<file path="src/hdl/sss_pkg.sv">
package sss_pkg;
	localparam logic [7:0] ADDR_CORE_CTL = 8'h00;
	localparam logic [7:0] ADDR_SUP_CTL  = 8'h04;
	localparam logic [7:0] ADDR_FLAGS    = 8'h08;
	localparam logic [7:0] ADDR_STATUS   = 8'h0c;
	localparam logic [7:0] ADDR_MASK     = 8'h10;
	localparam logic [7:0] ADDR_CFG      = 8'h14;

	localparam int unsigned CTL_EN     = 0;
	localparam int unsigned CTL_KEEP   = 1;
	localparam int unsigned CTL_FP     = 2;
	localparam int unsigned CTL_MON_EN = 3;
	localparam int unsigned CTL_MON_FP = 4;
	localparam int unsigned CTL_AUTO   = 5;
	localparam int unsigned CTL_OVP    = 6;
	localparam logic [6:0] CORE_CTL_MASK = 7'h3f;
	localparam logic [6:0] CORE_CTL_RST  = 7'h03;
	localparam logic [6:0] SUP_CTL_RST   = 7'h03;

	localparam int unsigned FLG_CORE_SETTLE = 0;
	localparam int unsigned FLG_SUP_SETTLE  = 1;
	localparam int unsigned FLG_SLOW_WAKE   = 2;
	localparam int unsigned FLG_DEEP        = 3;
	localparam int unsigned FLG_MODE_LSB    = 8;

	localparam int unsigned EVT_CORE_SUP = 0;
	localparam int unsigned EVT_CORE_MON = 1;
	localparam int unsigned EVT_SUP_SUP  = 2;
	localparam int unsigned EVT_SUP_MON  = 3;
	localparam int unsigned EVT_W        = 4;
	localparam logic [3:0] MASK_RST      = 4'h0;
	localparam int unsigned CFG_CORE_RESET = 0;
	localparam logic CFG_RST = 1'b1;

	localparam int unsigned CLK_PERIOD_NS   = 100;
	localparam int unsigned SETTLE_FULL_NS  = 2000;
	localparam int unsigned SETTLE_NORM_NS  = 150000;
	localparam int unsigned WAKE_FAST_NS    = 2000;
	localparam int unsigned WAKE_SLOW_NS    = 150000;
	localparam int unsigned CNT_W = 11;
	localparam logic [CNT_W-1:0] SETTLE_FULL_CYC =
		CNT_W'((SETTLE_FULL_NS + CLK_PERIOD_NS - 1) / CLK_PERIOD_NS);
	localparam logic [CNT_W-1:0] SETTLE_NORM_CYC =
		CNT_W'((SETTLE_NORM_NS + CLK_PERIOD_NS - 1) / CLK_PERIOD_NS);
	localparam logic [CNT_W-1:0] WAKE_FAST_CYC =
		CNT_W'((WAKE_FAST_NS + CLK_PERIOD_NS - 1) / CLK_PERIOD_NS);
	localparam logic [CNT_W-1:0] WAKE_SLOW_CYC =
		CNT_W'((WAKE_SLOW_NS + CLK_PERIOD_NS - 1) / CLK_PERIOD_NS);

	typedef enum logic [2:0] {
		SV_OFF    = 3'h1,
		SV_NORMAL = 3'h2,
		SV_FULL   = 3'h4
	} sss_sv_state_t;

	typedef enum logic [2:0] {
		W_RUN   = 3'h1,
		W_SLEEP = 3'h2,
		W_HOLD  = 3'h4
	} sss_wake_state_t;

	// Monitors have no keep bit; callers pass keep high for them
	function automatic sss_sv_state_t sss_decode(input logic en, input logic keep,
		input logic fp, input logic auto_c, input logic deep);
		sss_sv_state_t s;
		s = SV_OFF;
		if (en && !deep)
			s = fp ? SV_FULL : SV_NORMAL;
		else if (en && keep && !auto_c)
			s = fp ? SV_FULL : SV_NORMAL;
		else if (en && keep && fp)
			s = SV_NORMAL;
		return s;
	endfunction : sss_decode
endpackage : sss_pkg

</file>
<file path="src/hdl/sss_settle_timer.sv">
`timescale 1ns/1ps
module sss_settle_timer (
	input  wire logic sys_clk_in,
	input  wire logic srst_in,
	input  wire logic start_in,
	input  wire logic fast_in,
	output logic      busy_out,
	output logic      expire_out
);
	logic [sss_pkg::CNT_W-1:0] cnt_q;
	logic                      busy_q;
	logic                      expire_q;
	logic                      fast_q;
	logic [sss_pkg::CNT_W-1:0] run_len_q;

	// A new write restarts the window from the top
	always_ff @(posedge sys_clk_in)
	begin
		if (srst_in)
		begin
			cnt_q    <= '0;
			busy_q   <= 1'b0;
			expire_q <= 1'b0;
			fast_q   <= 1'b0;
		end
		else if (start_in)
		begin
			cnt_q    <= (fast_in ? sss_pkg::SETTLE_FULL_CYC : sss_pkg::SETTLE_NORM_CYC) - 1'b1;
			busy_q   <= 1'b1;
			expire_q <= 1'b0;
			fast_q   <= fast_in;
		end
		else
		begin
			expire_q <= busy_q && cnt_q == '0;
			if (busy_q && cnt_q == '0)
				busy_q <= 1'b0;
			else if (busy_q)
				cnt_q <= cnt_q - 1'b1;
		end
	end

	assign busy_out   = busy_q;
	assign expire_out = expire_q;

	always_ff @(posedge sys_clk_in)
	begin
		if (srst_in || start_in)
			run_len_q <= '0;
		else if (busy_q)
			run_len_q <= run_len_q + 1'b1;
	end

	chk_full_window: assert property (@(posedge sys_clk_in) disable iff (srst_in)
		expire_out && fast_q |-> run_len_q == sss_pkg::SETTLE_FULL_CYC)
		else $error("full-performance window length wrong");
	chk_norm_window: assert property (@(posedge sys_clk_in) disable iff (srst_in)
		expire_out && !fast_q |-> run_len_q == sss_pkg::SETTLE_NORM_CYC)
		else $error("normal window length wrong");
endmodule : sss_settle_timer

</file>
<file path="src/hdl/sss_supervisor_ctrl.sv">
`timescale 1ns/1ps
module sss_supervisor_ctrl (
	input  wire logic        sys_clk_in,
	input  wire logic        srst_in,
	input  wire logic        psel_in,
	input  wire logic        penable_in,
	input  wire logic        pwrite_in,
	input  wire logic [7:0]  paddr_in,
	input  wire logic [31:0] pwdata_in,
	output logic [31:0]      prdata_out,
	output logic             pready_out,
	output logic             pslverr_out,
	input  wire logic        deep_sleep_in,
	input  wire logic        core_level_ok_in,
	input  wire logic        core_sup_trip_in,
	input  wire logic        core_mon_trip_in,
	input  wire logic        supply_sup_trip_in,
	input  wire logic        supply_mon_trip_in,
	input  wire logic        overvoltage_in,
	output logic [11:0]      mode_out,
	output logic             cpu_hold_out,
	output logic             por_out,
	output logic             irq_out
);
	localparam int unsigned NSYNC = 6;
	localparam int unsigned S_LVL = 0;
	localparam int unsigned S_CSUP = 1;
	localparam int unsigned S_CMON = 2;
	localparam int unsigned S_HSUP = 3;
	localparam int unsigned S_HMON = 4;
	localparam int unsigned S_OVP = 5;

	logic [6:0]             core_ctl_q;
	logic [6:0]             sup_ctl_q;
	logic [3:0]             status_q;
	logic [3:0]             mask_q;
	logic                   cfg_reset_q;
	logic [31:0]            prdata_q;
	logic                   pslverr_q;
	logic [11:0]            mode_q;
	logic                   por_q;
	logic                   deep_q;
	logic [NSYNC-1:0]       raw;
	logic [NSYNC-1:0]       s1_q;
	logic [NSYNC-1:0]       s2_q;
	logic [NSYNC-1:0]       s3_q;
	logic [NSYNC-1:0]       stable_q;
	logic [NSYNC-1:0]       stable_prev_q;
	logic [NSYNC-1:0]       rise;
	sss_pkg::sss_sv_state_t core_sup_st;
	sss_pkg::sss_sv_state_t core_mon_st;
	sss_pkg::sss_sv_state_t sup_sup_st;
	sss_pkg::sss_sv_state_t sup_mon_st;
	sss_pkg::sss_wake_state_t wake_q;
	logic [sss_pkg::CNT_W-1:0] wake_cnt_q;
	logic                   slow_wake;
	logic                   setup;
	logic                   wr;
	logic                   wr_core;
	logic                   wr_sup;
	logic                   core_busy;
	logic                   core_expire;
	logic                   sup_busy;
	logic [3:0]             evt;
	logic [3:0]             clr;
	logic                   level_fail;
	logic                   ovp_trip;
	logic                   core_evt_reset;

	assign raw = {overvoltage_in, supply_mon_trip_in, supply_sup_trip_in,
		core_mon_trip_in, core_sup_trip_in, core_level_ok_in};

	// Comparator outputs are analog and asynchronous
	genvar gi;
	generate
		for (gi = 0; gi < NSYNC; gi++)
		begin : g_sync
			always_ff @(posedge sys_clk_in)
			begin
				if (srst_in)
				begin
					s1_q[gi]          <= 1'b0;
					s2_q[gi]          <= 1'b0;
					s3_q[gi]          <= 1'b0;
					stable_q[gi]      <= 1'b0;
					stable_prev_q[gi] <= 1'b0;
				end
				else
				begin
					s1_q[gi] <= raw[gi];
					s2_q[gi] <= s1_q[gi];
					s3_q[gi] <= s2_q[gi];
					if (s2_q[gi] == s3_q[gi])
						stable_q[gi] <= s3_q[gi];
					stable_prev_q[gi] <= stable_q[gi];
				end
			end
		end
	endgenerate

	assign rise = stable_q & ~stable_prev_q;

	// Sleep state is same-domain logic from the CPU
	always_ff @(posedge sys_clk_in)
	begin
		if (srst_in)
			deep_q <= 1'b0;
		else
			deep_q <= deep_sleep_in;
	end

	always_comb
	begin
		core_sup_st = sss_pkg::sss_decode(core_ctl_q[sss_pkg::CTL_EN],
			core_ctl_q[sss_pkg::CTL_KEEP], core_ctl_q[sss_pkg::CTL_FP],
			core_ctl_q[sss_pkg::CTL_AUTO], deep_q);
		core_mon_st = sss_pkg::sss_decode(core_ctl_q[sss_pkg::CTL_MON_EN], 1'b1,
			core_ctl_q[sss_pkg::CTL_MON_FP], core_ctl_q[sss_pkg::CTL_AUTO], deep_q);
		sup_sup_st = sss_pkg::sss_decode(sup_ctl_q[sss_pkg::CTL_EN],
			sup_ctl_q[sss_pkg::CTL_KEEP], sup_ctl_q[sss_pkg::CTL_FP],
			sup_ctl_q[sss_pkg::CTL_AUTO], deep_q);
		sup_mon_st = sss_pkg::sss_decode(sup_ctl_q[sss_pkg::CTL_MON_EN], 1'b1,
			sup_ctl_q[sss_pkg::CTL_MON_FP], sup_ctl_q[sss_pkg::CTL_AUTO], deep_q);
		if (sup_ctl_q[sss_pkg::CTL_AUTO] && deep_q)
			sup_mon_st = sss_pkg::SV_OFF;
	end

	always_ff @(posedge sys_clk_in)
	begin
		if (srst_in)
			mode_q <= {sss_pkg::SV_OFF, sss_pkg::SV_OFF, sss_pkg::SV_OFF, sss_pkg::SV_OFF};
		else
			mode_q <= {sup_mon_st, sup_sup_st, core_mon_st, core_sup_st};
	end

	assign mode_out = mode_q;

	// Any enabled core-side block with its CTL_FP or CTL_MON_FP bit clear forces the slow wake
	assign slow_wake = (core_ctl_q[sss_pkg::CTL_EN] && !core_ctl_q[sss_pkg::CTL_FP]) ||
		(core_ctl_q[sss_pkg::CTL_MON_EN] && !core_ctl_q[sss_pkg::CTL_MON_FP]);

	always_ff @(posedge sys_clk_in)
	begin
		if (srst_in)
		begin
			wake_q     <= sss_pkg::W_RUN;
			wake_cnt_q <= '0;
		end
		else
		begin
			case (wake_q)
				sss_pkg::W_RUN:
					if (deep_q)
						wake_q <= sss_pkg::W_SLEEP;
				sss_pkg::W_SLEEP:
					if (!deep_q)
					begin
						wake_q     <= sss_pkg::W_HOLD;
						wake_cnt_q <= (slow_wake ? sss_pkg::WAKE_SLOW_CYC :
							sss_pkg::WAKE_FAST_CYC) - 1'b1;
					end
				sss_pkg::W_HOLD:
					if (wake_cnt_q == '0)
						wake_q <= sss_pkg::W_RUN;
					else
						wake_cnt_q <= wake_cnt_q - 1'b1;
				default:
					wake_q <= sss_pkg::W_RUN;
			endcase
		end
	end

	assign cpu_hold_out = wake_q == sss_pkg::W_HOLD;

	assign setup   = psel_in && !penable_in;
	assign wr      = psel_in && penable_in && pwrite_in;
	assign wr_core = wr && paddr_in == sss_pkg::ADDR_CORE_CTL;
	assign wr_sup  = wr && paddr_in == sss_pkg::ADDR_SUP_CTL;

	// Window length follows the mode being written, not the old one
	sss_settle_timer u_core_settle (
		.sys_clk_in (sys_clk_in),
		.srst_in    (srst_in),
		.start_in   (wr_core),
		.fast_in    (pwdata_in[sss_pkg::CTL_FP]),
		.busy_out   (core_busy),
		.expire_out (core_expire)
	);

	sss_settle_timer u_sup_settle (
		.sys_clk_in (sys_clk_in),
		.srst_in    (srst_in),
		.start_in   (wr_sup),
		.fast_in    (pwdata_in[sss_pkg::CTL_FP]),
		.busy_out   (sup_busy),
		.expire_out ()
	);

	always_ff @(posedge sys_clk_in)
	begin
		if (srst_in)
		begin
			core_ctl_q  <= sss_pkg::CORE_CTL_RST;
			sup_ctl_q   <= sss_pkg::SUP_CTL_RST;
			mask_q      <= sss_pkg::MASK_RST;
			cfg_reset_q <= sss_pkg::CFG_RST;
		end
		else if (wr_core)
			core_ctl_q <= pwdata_in[6:0] & sss_pkg::CORE_CTL_MASK;
		else if (wr_sup)
			sup_ctl_q <= pwdata_in[6:0];
		else if (wr && paddr_in == sss_pkg::ADDR_MASK)
			mask_q <= pwdata_in[3:0];
		else if (wr && paddr_in == sss_pkg::ADDR_CFG)
			cfg_reset_q <= pwdata_in[sss_pkg::CFG_CORE_RESET];
	end

	// Read data is captured in setup so the access phase never waits
	always_ff @(posedge sys_clk_in)
	begin
		if (srst_in)
		begin
			prdata_q  <= '0;
			pslverr_q <= 1'b0;
		end
		else if (setup)
		begin
			pslverr_q <= 1'b0;
			prdata_q  <= '0;
			if (paddr_in == sss_pkg::ADDR_CORE_CTL)
				prdata_q[6:0] <= core_ctl_q;
			else if (paddr_in == sss_pkg::ADDR_SUP_CTL)
				prdata_q[6:0] <= sup_ctl_q;
			else if (paddr_in == sss_pkg::ADDR_FLAGS)
			begin
				prdata_q[sss_pkg::FLG_CORE_SETTLE] <= core_busy;
				prdata_q[sss_pkg::FLG_SUP_SETTLE]  <= sup_busy;
				prdata_q[sss_pkg::FLG_SLOW_WAKE]   <= slow_wake;
				prdata_q[sss_pkg::FLG_DEEP]        <= deep_q;
				prdata_q[sss_pkg::FLG_MODE_LSB +: 12] <= mode_q;
			end
			else if (paddr_in == sss_pkg::ADDR_STATUS)
				prdata_q[3:0] <= status_q;
			else if (paddr_in == sss_pkg::ADDR_MASK)
				prdata_q[3:0] <= mask_q;
			else if (paddr_in == sss_pkg::ADDR_CFG)
				prdata_q[sss_pkg::CFG_CORE_RESET] <= cfg_reset_q;
			else
				pslverr_q <= 1'b1;
		end
	end

	assign pready_out  = psel_in && penable_in;
	assign prdata_out  = prdata_q;
	assign pslverr_out = pslverr_q && psel_in && penable_in;

	// Trips count only while the watching block is powered
	assign evt[sss_pkg::EVT_CORE_SUP] = rise[S_CSUP] && core_sup_st != sss_pkg::SV_OFF;
	assign evt[sss_pkg::EVT_CORE_MON] = rise[S_CMON] && core_mon_st != sss_pkg::SV_OFF;
	assign evt[sss_pkg::EVT_SUP_SUP]  = rise[S_HSUP] && sup_sup_st != sss_pkg::SV_OFF;
	assign evt[sss_pkg::EVT_SUP_MON]  = rise[S_HMON] && sup_mon_st != sss_pkg::SV_OFF;
	assign clr = (wr && paddr_in == sss_pkg::ADDR_STATUS) ? pwdata_in[3:0] : 4'h0;

	assign core_evt_reset = cfg_reset_q &&
		(evt[sss_pkg::EVT_CORE_SUP] || evt[sss_pkg::EVT_CORE_MON]);
	assign level_fail = core_expire && !stable_q[S_LVL] &&
		core_sup_st != sss_pkg::SV_OFF;
	assign ovp_trip = sup_ctl_q[sss_pkg::CTL_OVP] && stable_q[S_OVP] &&
		sup_mon_st != sss_pkg::SV_OFF;

	// Set beats a clear in the same cycle
	always_ff @(posedge sys_clk_in)
	begin
		if (srst_in)
			status_q <= '0;
		else if (cfg_reset_q)
			status_q <= (status_q & ~clr) | {evt[3:2], 2'b00};
		else
			status_q <= (status_q & ~clr) | evt;
	end

	assign irq_out = |(status_q & mask_q);

	always_ff @(posedge sys_clk_in)
	begin
		if (srst_in)
			por_q <= 1'b0;
		else
			por_q <= level_fail || ovp_trip || core_evt_reset;
	end

	assign por_out = por_q;

	chk_level_reset: assert property (@(posedge sys_clk_in) disable iff (srst_in)
		level_fail |=> por_out)
		else $error("missing core level gave no reset");
	chk_settle_flag: assert property (@(posedge sys_clk_in) disable iff (srst_in)
		wr_core && pwdata_in[sss_pkg::CTL_FP] |=> core_busy [*8] ##12 core_busy ##1 !core_busy)
		else $error("core settle flag span wrong");
	chk_fast_wake: assert property (@(posedge sys_clk_in) disable iff (srst_in)
		wake_q == sss_pkg::W_SLEEP && !deep_q && !slow_wake
		|=> cpu_hold_out ##19 cpu_hold_out ##1 !cpu_hold_out)
		else $error("fast wake hold not 2 us");
	chk_slow_wake: assert property (@(posedge sys_clk_in) disable iff (srst_in)
		wake_q == sss_pkg::W_SLEEP && !deep_q && slow_wake
		|=> cpu_hold_out ##299 cpu_hold_out)
		else $error("slow wake released early");
	chk_auto_mon_off: assert property (@(posedge sys_clk_in) disable iff (srst_in)
		sup_ctl_q[sss_pkg::CTL_AUTO] && deep_q && $stable(sup_ctl_q)
		|=> mode_q[11:9] == sss_pkg::SV_OFF)
		else $error("supply monitor active asleep");
	chk_ovp_por: assert property (@(posedge sys_clk_in) disable iff (srst_in)
		ovp_trip |=> por_out)
		else $error("overvoltage gave no reset");
	chk_evt_route: assert property (@(posedge sys_clk_in) disable iff (srst_in)
		rise[S_CSUP] && core_sup_st != sss_pkg::SV_OFF && !cfg_reset_q
		|=> status_q[sss_pkg::EVT_CORE_SUP] && !por_out)
		else $error("core event not routed to interrupt");
	chk_auto_decode: assert property (@(posedge sys_clk_in) disable iff (srst_in)
		core_ctl_q[2:0] == 3'h7 && core_ctl_q[sss_pkg::CTL_AUTO] && deep_q
		|=> mode_q[2:0] == sss_pkg::SV_NORMAL)
		else $error("auto full mode not lowered");
	chk_puc_clear: assert property (@(posedge sys_clk_in)
		srst_in |=> !por_out && !irq_out && !cpu_hold_out)
		else $error("reset did not clear outputs");

	cov_slow_wake: cover property (@(posedge sys_clk_in) disable iff (srst_in)
		wake_q == sss_pkg::W_SLEEP ##1 cpu_hold_out && slow_wake);
	cov_level_por: cover property (@(posedge sys_clk_in) disable iff (srst_in)
		level_fail ##1 por_out);
	cov_irq: cover property (@(posedge sys_clk_in) disable iff (srst_in)
		$rose(irq_out));
endmodule : sss_supervisor_ctrl

</file>
<file path="config.mk">
export PLATFORM = sky130hd
export DESIGN_NAME = sss_supervisor_ctrl
export DESIGN_NICKNAME = d
export VERILOG_FILES = /design/src/hdl/sss_pkg.sv /design/src/hdl/sss_settle_timer.sv /design/src/hdl/sss_supervisor_ctrl.sv
export SDC_FILE = /design/constraint.sdc
export NUM_CORES = 1
export LEC_CHECK = 0
export ABC_AREA = 1
export BUFFER_PORTS_ARGS = -buffer_cell sky130_fd_sc_hd__buf_2
export CORE_MARGIN = 1
export CORE_UTILIZATION = 50
export CTS_CLUSTER_SIZE = 20
export DETAILED_ROUTE_END_ITERATION = 6
export GPL_ROUTABILITY_DRIVEN = 0
export GPL_TIMING_DRIVEN = 0
export PLACE_DENSITY = 0.73
export SYNTH_ARGS = -nofsm -noshare
export SYNTH_HDL_FRONTEND = slang
export SYNTH_SLANG_ARGS = --single-unit
</file>
<file path="constraint.sdc">
create_clock -name sys_clk_in -period 4.4 [get_ports sys_clk_in]
set_input_delay 0.22 -clock sys_clk_in [delete_from_list [all_inputs] [get_ports sys_clk_in]]
set_output_delay 0.22 -clock sys_clk_in [all_outputs]
set_load 0.005 [all_outputs]
</file>
=== Word level (Yosys, flattened, before mapping) ===
Index checks and enable logic that the tools add are counted.

* Add/subtract/negate cells: 5
* Equality and inequality tests: 24
* Multiplexer cells: 55
* Bitwise gates (word level): 10
* Reductions and logical operators: 67

{| class="wikitable"
|+ Operators with widths
! kind !! number
|-
| $mux W11 || 10
|-
| $sub A11 B1 Y11 const B || 5
|-
| $mux W3 || 18
|-
| $logic_and A1 B1 Y1 || 38
|-
| $mux W12 || 3
|-
| $logic_not A11 Y1 || 3
|-
| $pmux W11 S2 || 1
|-
| $mux W4 || 5
|-
| $eq A8 B4 Y1 const B || 2
|-
| $eq A8 B5 Y1 const B || 2
|-
| $mux W1 || 12
|-
| $ne A3 B1 Y1 const B || 4
|-
| $reduce_bool A2 Y1 || 5
|-
| $pmux W3 S3 || 1
|-
| $reduce_and A3 Y1 || 3
|-
| $and A4 B4 Y4 || 2
|-
| $eq A8 B3 Y1 const B || 1
|-
| $logic_not A8 Y1 || 1
|-
| $mux W2 || 4
|-
| $or A4 B4 Y4 || 2
|-
| $logic_not A1 Y1 || 7
|-
| $mux W7 || 1
|-
| $eq A1 B1 Y1 || 6
|-
| $ne A2 B1 Y1 const B || 3
|-
| 13 further kinds || 22
|}

* Register bits: 124
* Input bits: 52

=== Depth between registers and ports, before layout ===
Gate-level depths: netlist of run 1.

* Word-level depth: 10
* Depth in mapped cells: 12
* Mapped depth without buffers: 12

=== Hierarchy ===
From an unflattened synthesis of run 1, not the netlist that was laid out.

* Cells, all modules: 802
* Area, all modules: 5849.4 um^2

{| class="wikitable"
|+ Modules (own cells, without submodules)
! module !! times used !! cells each !! area each (um^2) !! sequential area each (um^2)
|-
| sss_supervisor_ctrl || 1 || 560 || 4125.2 || 1961.9
|-
| sss_settle_timer || 2 || 121 || 862.1 || 260.2
|}

=== Least setup slack after synthesis of run 1 ===
OpenSTA, ideal clock, no wires.

* Kind: register -> register
* Start: reg wake_q[1]
* End: reg wake_cnt_q[8] in the netlist's numbering
* Library setup time: 0.115 ns
* Arrival: 1.423 ns
* Required time: 4.285 ns
* Slack: 2.861 ns
* Stages on the path, launching flop included: 11
* Buffers on the path: 0
* Cell sequence: dfxtp_1 inv_1 nand3_4 inv_2 nand2_1 ha_1 nand3_1 nor2_1 xor2_1 o21ai_0 inv_1

* Cells in the longest elaborated chain, start to end: 3
* Elaborated cells between the ends (all ways): 7

{| class="wikitable"
|+ RTL lines
! what !! line !! source
|-
| from (decl) || sss_supervisor_ctrl.sv:54 || <nowiki>sss_pkg::sss_wake_state_t wake_q;</nowiki>
|-
| from (signal assigned) || sss_supervisor_ctrl.sv:146 || <nowiki>wake_q <= sss_pkg::W_RUN;</nowiki>
|-
| from (signal assigned) || sss_supervisor_ctrl.sv:154 || <nowiki>wake_q <= sss_pkg::W_SLEEP;</nowiki>
|-
| from (signal assigned) || sss_supervisor_ctrl.sv:158 || <nowiki>wake_q <= sss_pkg::W_HOLD;</nowiki>
|-
| $eq A3 B3 Y1 * || - ||
|-
| via cpu_hold_out || sss_supervisor_ctrl.sv:21 || <nowiki>output logic cpu_hold_out,</nowiki>
|-
| $ne A2 B2 Y1 (no source line) or $reduce_bool A2 Y1 (tied branches) || - ||
|-
| $reduce_and A3 Y1 (no source line) || - ||
|-
| to (signal assigned) || sss_supervisor_ctrl.sv:159 || <nowiki>wake_cnt_q <= (slow_wake ? sss_pkg::WAKE_SLOW_CYC :</nowiki>
|-
| to (signal assigned) || sss_supervisor_ctrl.sv:166 || <nowiki>wake_cnt_q <= wake_cnt_q - 1'b1;</nowiki>
|-
| to (decl) || sss_supervisor_ctrl.sv:55 || <nowiki>logic [sss_pkg::CNT_W-1:0] wake_cnt_q;</nowiki>
|}

The timed path passes the listed nets; every way through them passes the cells marked *.
A chain may end at the register's enable or synchronous reset.

=== Final worst setup path of run 1 ===
* Start: reg wake_q[1]
* End: reg wake_cnt_q[6] in the netlist's numbering

* Cells in the longest elaborated chain, start to end: 3
* Elaborated cells between the ends (all ways): 7

{| class="wikitable"
|+ RTL lines
! what !! line !! source
|-
| $eq A3 B3 Y1 or $eq A3 B2 Y1 (tied branches) || sss_supervisor_ctrl.sv:151 || <nowiki>case (wake_q)</nowiki>
|-
| $ne A2 B2 Y1 (no source line) or $reduce_bool A2 Y1 (tied branches) || - ||
|-
| $reduce_and A3 Y1 (no source line) || - ||
|}

Several ways; a longest one is shown, not always the timed one.

==> impl_metrics.env, run 1 <==
export IMPL_slew_viol_final=0
export IMPL_final_area_mm2=0.00685
export IMPL_synth_top_area_share_pct=43.9
export IMPL_postCtsSetupRepairBufs=0
export IMPL_post_dp_hpwl_um=9990
export IMPL_cts_root_buf="clkbuf_8"
export IMPL_initial_core_util_pct=51.5
export IMPL_cts_buffers=17
export IMPL_cellPowerDensity_mw_per_mm2=394
export IMPL_startpoint_type="flop"
export IMPL_yosysSeqAreaShare_pct=43.9
export IMPL_endpoint_kind="flop"
export IMPL_crit_chain="inv_1 -> nand3_4 -> inv_2 -> nand2_1 -> ha_1 -> nand3_1 -> nor2_1 -> xor2_1 -> nor2_1 -> nor2_1"
export IMPL_core_area_mm2=0.0109
export IMPL_drc=0
export IMPL_wire_per_inst_um=13.5
export IMPL_rrSetupSlack_ns=2.66
export IMPL_reg2reg_from="wake_q[1]"
export IMPL_rsz0062_at_grt="no"
export IMPL_port_buffers=61
export IMPL_fp_dieH_um=108
export IMPL_ys_seq_elements=123
export IMPL_drt_vias_per_instance=5.22
export IMPL_nets=915
export IMPL_cp_common_cell="nor2_1"
export IMPL_slew_headroom_pct=52.7
export IMPL_crit_arrival_ns=2.20
export IMPL_r2r_cells=10
export IMPL_grt_pass1_wl_um=22300
export IMPL_worst_path_max_delay_cell="dfxtp_1"
export IMPL_area_growth_pct=22.3
export IMPL_drive_gt1_share_pct=17.6
export IMPL_clkTransAtPathRegs_ns=0.06
export IMPL_crit_type="reg -> reg"
export IMPL_hold_depth=3
export IMPL_ir_worst_vdd_uv=326
export IMPL_htreeDepth=4
export IMPL_die_width_um=108
export IMPL_routed_wl_um=13600
export IMPL_dpl_cell_count=967
export IMPL_avgSynthCellArea_um2=7.43
export IMPL_post_synth_num_cell_types=43
export IMPL_ant_nets=0
export IMPL_min_delay_path_class="in -> reg"
export IMPL_overflow=0
export IMPL_num_io_pins=101
export IMPL_worstMarginPinSlew_ns=0.709
export IMPL_finalHoldViolations=0
export IMPL_finalCritPeriodShare_pct=39.6
export IMPL_power_leakage_nw=3.22
export IMPL_grt_util_all_layers_pct=24.9
export IMPL_status="completed"
export IMPL_skew_ns=0.00643
export IMPL_cts_sinks=123
export IMPL_slowest_delay_ns=0.35
export IMPL_final_core_util_pct=62.9
export IMPL_grt_max_degree=17
export IMPL_die_area_mm2=0.0116
export IMPL_final_cells=1010
export IMPL_grt_pass1_vias=4754
export IMPL_r2r_end="wake_cnt_q[6]"
export IMPL_maxCapViolations=0
export IMPL_antenna_found_initial=0
export IMPL_whs_endpoint="mask_q[1]"
export IMPL_cp_max_fo=9
export IMPL_holdWs_ns=0.0627
export IMPL_via_count=5269
export IMPL_setup_tns_ns=0
export IMPL_clk_path_buf_depth=2
export IMPL_yosysTopAreaCell="dfxtp_1"
export IMPL_drt_iter0_drc=455
export IMPL_cts_tree="yes"
export IMPL_min_delay_start="pwdata_in[1]"
export IMPL_diodes=0
export IMPL_rows=38
export IMPL_dpl_cell_area_mm2=0.00613
export IMPL_dr_pass1_iters=5
export IMPL_period_minus_slack_ns=1.74
export IMPL_netlist_area_mm2=0.00560
export IMPL_synthTopCellsByArea="dfxtp_1 44%, nand2_1 7.8%, nor2_1 6.6%"
export IMPL_clkLatencyLatePin_ns=0.52
export IMPL_clock_fmax_ghz=0.574
export IMPL_yosysWarningCount=0
export IMPL_finalSetupViolCount=0
export IMPL_synthCells=754
export IMPL_critPathRequiredTime_ns=4.86
[layout make-up]
class / count / area [um^2]
Tap cell: 140 / 175
Multi-Input combinational cell: 506 / 2580
Sequential cell: 123 / 2460
Clock inverter: 9 / 170
Inverter: 102 / 393
Timing Repair Buffer: 73 / 425
Clock buffer: 22 / 433
Fill cell: 988 / 4040
Buffer: 35 / 210
[how the worst max path moves through the flow]
stage	startpoint	to	slack, ns	cells after the start
final	wake_q[1]	wake_cnt_q[6]	2.66	10
after global routing	wake_q[1]	wake_cnt_q[8]	2.48	10
after CTS	deep_q	por_out	2.66	6
after detailed placement	srst_in	por_out	2.54	4
after global placement	srst_in	por_out	2.57	4
after floorplan	wake_q[1]	wake_cnt_q[8]	2.86	10
[registers in the layout, summed over array words and instances, names as in the netlist, 3 cells and up]
name / flops
prdata_out: 19
mode_out: 12
u_core_settle.cnt_q: 11
u_sup_settle.cnt_q: 11
wake_cnt_q: 11
sup_ctl_q: 7
core_ctl_q: 6
s1_q: 6
s2_q: 6
s3_q: 6
stable_q: 6
mask_q: 4
stable_prev_q: 4
status_q: 4
wake_q: 3
[cell usage after synthesis, drive strengths merged]
master   instances
xnor2            2
and2             1
o2111ai          1
xor2            10
o21ai           58
a21boi           3
nor3            13
nor4             2
ha               5
a211oi           3
nand3           54
conb             1
a21oi           62
o221ai           2
nand2          130
o211ai           7
a31o             1
a31oi            8
nor2           114
inv            102
nand4           14
buf             23
or2              3
clkbuf          12
dfxtp          123
[report_power, final]
part           total (W)  internal [W]  leakage (nW)  switching [W]
Combinational   0.000123     0.0000460          1.93      0.0000773
Sequential       0.00114       0.00113         0.997     0.00000740
Clock            0.00144      0.000969         0.297       0.000469
Total            0.00270       0.00214          3.22       0.000554
[critical path, delay by kind of cell (launching register included)]
family / cells / cell delay (ns)
simple gates: 6 / 0.71
flops: 1 / 0.35
fa+ha+maj: 1 / 0.22
buf+inv: 2 / 0.21
xor+xnor: 1 / 0.19
[routing by layer]
layer / global-route usage, % / vias up / wire length (um)
met4: 12.8 / 0 / 348
met1: 31.4 / 2399 / 6230
li1: - / 2624 / -
met3: 5.51 / 35 / 925
met5: 0 / - / 0
met2: 39.7 / 211 / 6150
[cells by family (layout without fill, tap and decap cells)]
kind of cell / after synthesis / count (layout) / synth area share [%]
other cells: 1 / 13 / 0.0669
flops: 123 / 123 / 43.9
xor+xnor: 12 / 12 / 1.88
compound gates: 145 / 145 / 14.2
buf+inv: 137 / 241 / 10.8
simple gates: 331 / 331 / 28.0
fa+ha+maj: 5 / 5 / 1.12
[metrics by stage]
stage	setup WS, ns	power (W)
2_1_floorplan	2.86	0.00123
3_3_place_gp	2.57	0.00127
3_5_place_dp	2.54	0.00127
4_1_cts	2.66	0.00271
5_1_grt	2.48	0.00278
6_report	2.66	0.00270
[placed cells by master (no fill, tap or decap), types with 6 or more instances in the layout]
cell type / Yosys / final
clkbuf_1: 12 / 17
clkbuf_16: 0 / 16
buf_4: 16 / 16
buf_2: 3 / 64
nor2_4: 7 / 7
nand2_2: 9 / 9
nand3_1: 53 / 53
xor2_1: 10 / 10
nand2_1: 117 / 117
nor2_1: 99 / 99
dlygate4sd3_1: 0 / 12
o21ai_0: 52 / 52
a31oi_1: 8 / 8
inv_1: 94 / 94
conb_1: 1 / 13
nor3_1: 12 / 12
nand4_1: 14 / 14
dfxtp_1: 123 / 123
o21ai_1: 6 / 6
a21oi_1: 62 / 62
[repair_timing]
item                                   CTS  global route
gates resized for setup                  0             0
setup endpoints to repair                0             0
hold buffers                            12             0
endpoints found under the hold margin   14             0
No activity file was read; power rests on OpenSTA's default activity.
==> run 2: changes to the inputs <==
- PLACE_DENSITY: 0.73 -> 0.76
- clock period: 4.4 -> 1.6 ns (I/O delays scaled with it)
==> run 2 against run 1 <==
The run now ends with setup timing left. Register-to-register slack worse by 2.7 ns. Via count is 2.3% higher. First-iteration DRC count is 0.44% higher. Worst hold slack worse by 0.046 ns. Critical path type unchanged. Critical endpoint is now u_core_settle.cnt_q[9]. Largest cell class unchanged. Largest power group unchanged. Highest routed layer unchanged.
==> impl_metrics.env, run 2 (synthesized netlist as in run 1, its figures left out) <==
export IMPL_worst_path_max_delay_cell="dfxtp_2"
export IMPL_crit_arrival_ns=2.08
export IMPL_port_buffers=61
export IMPL_skew_ns=0.00756
export IMPL_die_width_um=108
export IMPL_cts_root_buf="clkbuf_8"
export IMPL_ant_nets=0
export IMPL_grt_max_degree=17
export IMPL_clk_path_buf_depth=2
export IMPL_cts_tree="yes"
export IMPL_overflow=0
export IMPL_drive_gt1_share_pct=22.9
export IMPL_wire_per_inst_um=14.2
export IMPL_power_total_w=0.00720
export IMPL_cp_buffers_inverters=3
export IMPL_finalHoldViolations=0
export IMPL_die_area_mm2=0.0116
export IMPL_status="finished with violations"
export IMPL_pre_cts_ws_ns=-0.159
export IMPL_crit_type="reg -> reg"
export IMPL_worstMarginPinSlew_ns=0.811
export IMPL_drt_vias_per_instance=5.19
export IMPL_via_count=5389
export IMPL_crit_chain="inv_4 -> ha_4 -> nand2_4 -> nor3_4 -> nand2_2 -> nand2_4 -> nand2_8 -> inv_6 -> buf_4 -> nand2_1 -> a21oi_1"
export IMPL_startpoint_type="flop"
export IMPL_post_dp_hpwl_um=9680
export IMPL_pwr_share_comb_pct=5.0
export IMPL_slew_headroom_pct=45.9
export IMPL_cp_top_family="simple AND/OR/NAND/NOR gates"
export IMPL_drc=0
export IMPL_dr_pass1_iters=5
export IMPL_p_int_w=0.00558
export IMPL_p_sw_share_pct=22.4
export IMPL_seqPwrFrac_pct=43.4
export IMPL_cts_sinks=123
export IMPL_clkTransAtPathRegs_ns=0.06
export IMPL_rsz0062_at_grt="yes"
export IMPL_area_growth_pct=28.4
export IMPL_drt_iter0_drc=457
export IMPL_grt_pass1_wl_um=22300
export IMPL_nets=943
export IMPL_clock_fmax_ghz=0.611
export IMPL_cellPowerDensity_mw_per_mm2=1000
export IMPL_fp_dieH_um=108
export IMPL_rows=38
export IMPL_setup_ws_ns=-0.0360
export IMPL_diodes=0
export IMPL_min_delay_path_class="in -> reg"
export IMPL_slew_viol_final=0
export IMPL_cp_max_fo=5
export IMPL_violations="setup timing"
export IMPL_power_switching_w=0.00161
export IMPL_cts_buffers=17
export IMPL_period_minus_slack_ns=1.64
export IMPL_critPathRequiredTime_ns=2.04
export IMPL_antenna_found_initial=0
export IMPL_num_io_pins=101
export IMPL_core_area_mm2=0.0109
export IMPL_grt_pass1_vias=4603
export IMPL_initial_core_util_pct=51.5
export IMPL_grt_util_all_layers_pct=25.2
export IMPL_finalCritPeriodShare_pct=102
export IMPL_maxCapViolations=0
export IMPL_htreeDepth=4
export IMPL_final_common_cell="dfxtp_1"
export IMPL_fill_cells=888
export IMPL_power_leakage_nw=3.36
export IMPL_endpoint_kind="flop"
export IMPL_cp_common_cell="nand2_4"
export IMPL_ir_worst_vdd_uv=686
export IMPL_slowest_delay_ns=0.33
export IMPL_layout_common_cells="118 x dfxtp_1, 114 x nand2_1, 94 x nor2_1"
export IMPL_clkPwrFrac_pct=51.5
export IMPL_clkLatencyLatePin_ns=0.53
export IMPL_routed_wl_um=14700
export IMPL_finalSetupViolCount=1
export IMPL_largest_reg_flops=19
run 2: changes by cell type in the layout (fill, tap and decap cells not counted), moves of 4 or more:
cell / change
dlygate4sd3_1: +5
dfxtp_2: +5
nor2_1: -5
dfxtp_1: -5
inv_1: -5
clkinv_4: +4
buf_4: +19
run 2: final timing paths:
| path | startpoint | slack [ns] | depth (start not counted) | to |
|---|---|---|---|---|
| worst max-delay path | u_core_settle.cnt_q[0] | -0.04 | 11 | u_core_settle.cnt_q[9] |
| worst min-delay path | psel_in | 0.02 | 5 | prdata_out[6] |
| worst max register to register | u_core_settle.cnt_q[0] | -0.04 | 11 | u_core_settle.cnt_q[9] |
| worst min register to register | s1_q[4] | 0.40 | 2 | s2_q[4] |
run 2: layer usage:
| metal | vias up | global-route usage, % | wire (um) |
|---|---|---|---|
| li1 | 2698 | - | - |
| met1 | 2411 | 32.0 | 6390 |
| met2 | 241 | 40.8 | 6950 |
| met3 | 39 | 6.11 | 1040 |
| met4 | 0 | 10.1 | 378 |
| met5 | - | 0 | 0 |
run 2: layout make-up:
| class | instances | area [um^2] | share of cell area, % |
|---|---|---|---|
| Clock buffer | 22 | 463 | 6.44 |
| Clock inverter | 10 | 116 | 1.62 |
| Tap cell | 140 | 175 | 2.44 |
| Inverter | 102 | 405 | 5.64 |
| Buffer | 35 | 210 | 2.92 |
| Sequential cell | 123 | 2470 | 34.3 |
| Multi-Input combinational cell | 507 | 2690 | 37.3 |
| Timing Repair Buffer | 100 | 669 | 9.31 |
run 2: power by group through the flow:
stage	Sequential (W)	Combinational, W	Clock, W
CTS	0.00312	0.000346	0.00371
finish	0.00312	0.000362	0.00371
detailed placement	0.00319	0.000311	0
global route	0.00313	0.000400	0.00386
floorplan	0.00319	0.000199	0
global placement	0.00319	0.000309	0
run 2: tightest hold or removal path, cell delays in order:
cell and delay [ns]:
buf_2 0.10, inv_1 0.09, nor2_4 0.08, nand3_1 0.09
a21oi_1 0.05
run 2: stage by stage:
step	util (%)	cell area (um^2)	hold slack (ns)	TNS, ns	std cells
after global routing	66.1	7190	0.0284	-0.778	1039
after floorplan	-	5650	0.187	0	766
after detailed placement	56.3	6130	0.286	-1.72	967
after CTS	63.7	6940	0.00273	0	1022
final	66.1	7190	0.0162	-0.0360	1039
after global placement	56.3	6130	0.278	-1.21	967
run 2: repair_timing:
| action | CTS | global route |
|---|---|---|
| hold buffers | 17 | 0 |
| setup buffers | 5 | 17 |
| cloned | 1 | 0 |
| endpoints found under the setup margin | 19 | 43 |
| hold endpoints to repair | 31 | 0 |
| pin swaps | 4 | 19 |
| resized for setup | 6 | 35 |
==> run 3: changes to the inputs <==
- CORE_ASPECT_RATIO: default -> 0.75
==> run 3 against run 2 <==
The flow still finishes with violations (setup timing). Sequential share of layout area is 0.26 points higher. Setup slack better by 0.033 ns. Global-route usage is 1.2 points lower. First-iteration DRC count is 9.6% lower. Cell count is 0.96% lower. Total power is 3.2% higher. Fmax is 2.1% higher. Sequential power hardly changed. Design area is 0.66% lower. Clock skew is 0.0043 ns higher. Core utilization is 0.51 points lower. Critical path type unchanged. Largest power group unchanged.
==> impl_metrics.env, run 3 (synthesized netlist as in run 1, its figures left out) <==
export IMPL_skew_ns=0.0119
export IMPL_final_common_cell="dfxtp_1"
export IMPL_htreeDepth=4
export IMPL_num_io_pins=101
export IMPL_cellPowerDensity_mw_per_mm2=1040
export IMPL_whs_endpoint="sup_ctl_q[6]"
export IMPL_cts_buffers=17
export IMPL_diodes=0
export IMPL_final_core_util_pct=65.6
export IMPL_largest_reg_flops=19
export IMPL_overflow=0
export IMPL_fill_cells=886
export IMPL_clk_path_buf_depth=2
export IMPL_post_dp_hpwl_um=9670
export IMPL_pre_cts_ws_ns=-0.244
export IMPL_clkTransAtPathRegs_ns=0.06
export IMPL_ant_nets=0
export IMPL_cts_sinks=123
export IMPL_grt_max_degree=17
export IMPL_routed_wl_um=14300
export IMPL_power_leakage_nw=3.31
export IMPL_slowest_delay_ns=0.36
export IMPL_layout_common_cells="116 x dfxtp_1, 113 x nand2_1, 96 x nor2_1"
export IMPL_rsz0062_at_grt="yes"
export IMPL_crit_chain="nor2_1 -> nand2_1 -> nor2_1 -> nand2_2 -> nand2_4 -> nand2_4 -> o21ai_0 -> a21oi_2"
export IMPL_cp_buffers_inverters=0
export IMPL_clock_fmax_ghz=0.624
export IMPL_maxCapViolations=0
export IMPL_port_buffers=61
export IMPL_period_minus_slack_ns=1.60
export IMPL_r2r_cells=8
export IMPL_endpoint_kind="flop"
export IMPL_nets=933
export IMPL_reg2reg_from="u_core_settle.cnt_q[3]"
export IMPL_crit_type="reg -> reg"
export IMPL_slew_viol_final=0
export IMPL_cp_max_fo=6
export IMPL_cp_top_family="simple AND/OR/NAND/NOR gates"
export IMPL_final_cells=1029
export IMPL_crit_cells=8
export IMPL_worstMarginPinSlew_ns=0.740
export IMPL_drc=0
export IMPL_crit_arrival_ns=1.90
export IMPL_setup_ws_ns=-0.00282
export IMPL_setup_tns_ns=-0.00486
export IMPL_startpoint_type="flop"
export IMPL_clkLatencyLatePin_ns=0.42
export IMPL_finalSetupViolCount=2
export IMPL_area_growth_pct=27.5
export IMPL_initial_core_util_pct=51.4
export IMPL_slew_headroom_pct=50.7
export IMPL_hold_depth=3
export IMPL_min_delay_start="pwdata_in[6]"
export IMPL_die_area_mm2=0.0116
export IMPL_violations="setup timing"
export IMPL_grt_pass1_vias=4472
export IMPL_via_count=5376
export IMPL_wire_per_inst_um=13.9
export IMPL_status="finished with violations"
export IMPL_holdWs_ns=0.00841
export IMPL_fp_dieH_um=93.7
export IMPL_drt_iter0_drc=413
export IMPL_finalHoldViolations=0
export IMPL_worst_path_max_delay_cell="dfxtp_1"
export IMPL_drt_vias_per_instance=5.22
export IMPL_ir_worst_vdd_uv=751
export IMPL_r2r_end="u_core_settle.cnt_q[7]"
export IMPL_critPathRequiredTime_ns=1.90
export IMPL_startpoint="u_core_settle.cnt_q[3]"
export IMPL_core_area_mm2=0.0109
export IMPL_dpl_cell_count=967
export IMPL_min_delay_path_class="in -> reg"
export IMPL_rows=33
export IMPL_grt_pass1_wl_um=22100
export IMPL_dr_pass1_iters=5
export IMPL_cts_tree="yes"
export IMPL_antenna_found_initial=0
export IMPL_die_width_um=124
export IMPL_grt_util_all_layers_pct=24.0
export IMPL_drive_gt1_share_pct=23.3
export IMPL_cts_root_buf="clkbuf_16"
export IMPL_rrSetupSlack_ns=-0.003
export IMPL_finalCritPeriodShare_pct=100
==> run 3: cell types whose count changed in the layout (fill, tap and decap cells not counted), sizes merged <==
| cell | delta |
|---|---|
| clkbuf | -5 |
| clkinvlp | +3 |
| bufinv | +1 |
| clkinv | -2 |
| dlygate4sd3 | -5 |
| inv | +4 |
| buf | -6 |
==> run 3: cell type report <==
class	instances	area, um^2	area share (%)
multi-input combinational	507	2700	37.7
sequential	123	2470	34.6
timing repair buffer	89	562	7.86
clock buffer	17	425	5.95
inverter	102	408	5.71
buffer	35	214	2.99
clock inverter	15	189	2.64
tap	140	175	2.45
timing repair inverter	1	5.00	0.0700
==> run 3: per-layer routing <==
| metal | share of wire [%] | up-vias | GRT usage [%] |
|---|---|---|---|
| li1 | - | 2687 | - |
| met1 | 46 | 2402 | 33.4 |
| met2 | 44 | 268 | 36.2 |
| met3 | 8.9 | 19 | 6.32 |
| met4 | 0.98 | 0 | 7.23 |
| met5 | 0 | - | 0 |
==> run 3: metrics by stage <==
| step | power, W | cell area (um^2) |
|---|---|---|
| 4_1_cts | 0.00744 | 6900 |
| 3_3_place_gp | 0.00349 | 6130 |
| 5_1_grt | 0.00766 | 7150 |
| 6_report | 0.00743 | 7150 |
| 2_1_floorplan | 0.00338 | 5650 |
| 3_5_place_dp | 0.00350 | 6130 |
==> run 3: worst register-to-register path, delay by kind of cell, from the launching register on <==
kind / cells / cell delay (ns)
and+or+nand+nor: 6 / 0.81
AOI/OAI and AO/OA: 2 / 0.32
DFF: 1 / 0.36
==> run 3: worst max path at each step <==
stage / to / slack (ns)
floorplan: wake_cnt_q[8] / 0.06
global placement: por_out / -0.23
detailed placement: por_out / -0.24
CTS: por_out / 0.0005
global route: u_core_settle.cnt_q[6] / -0.08
finish: u_core_settle.cnt_q[7] / -0.003
==> run 3: what timing repair did <==
| item | CTS | global route |
|---|---|---|
| hold buffers | 12 | 0 |
| setup buffers | 3 | 13 |
| setup endpoints to repair | 13 | 27 |
| resized for setup | 7 | 42 |
| pin swaps | 1 | 22 |
| gates cloned | 0 | 2 |
| hold endpoints to repair | 16 | 0 |
==> run 3: report_power, final <==
group	leakage, nW	switching (W)	internal, W	total, W
Combinational	2.02	0.000214	0.000132	0.000346
Sequential	0.999	0.0000214	0.00310	0.00313
Clock	0.283	0.00148	0.00247	0.00396
Total	3.31	0.00172	0.00571	0.00743
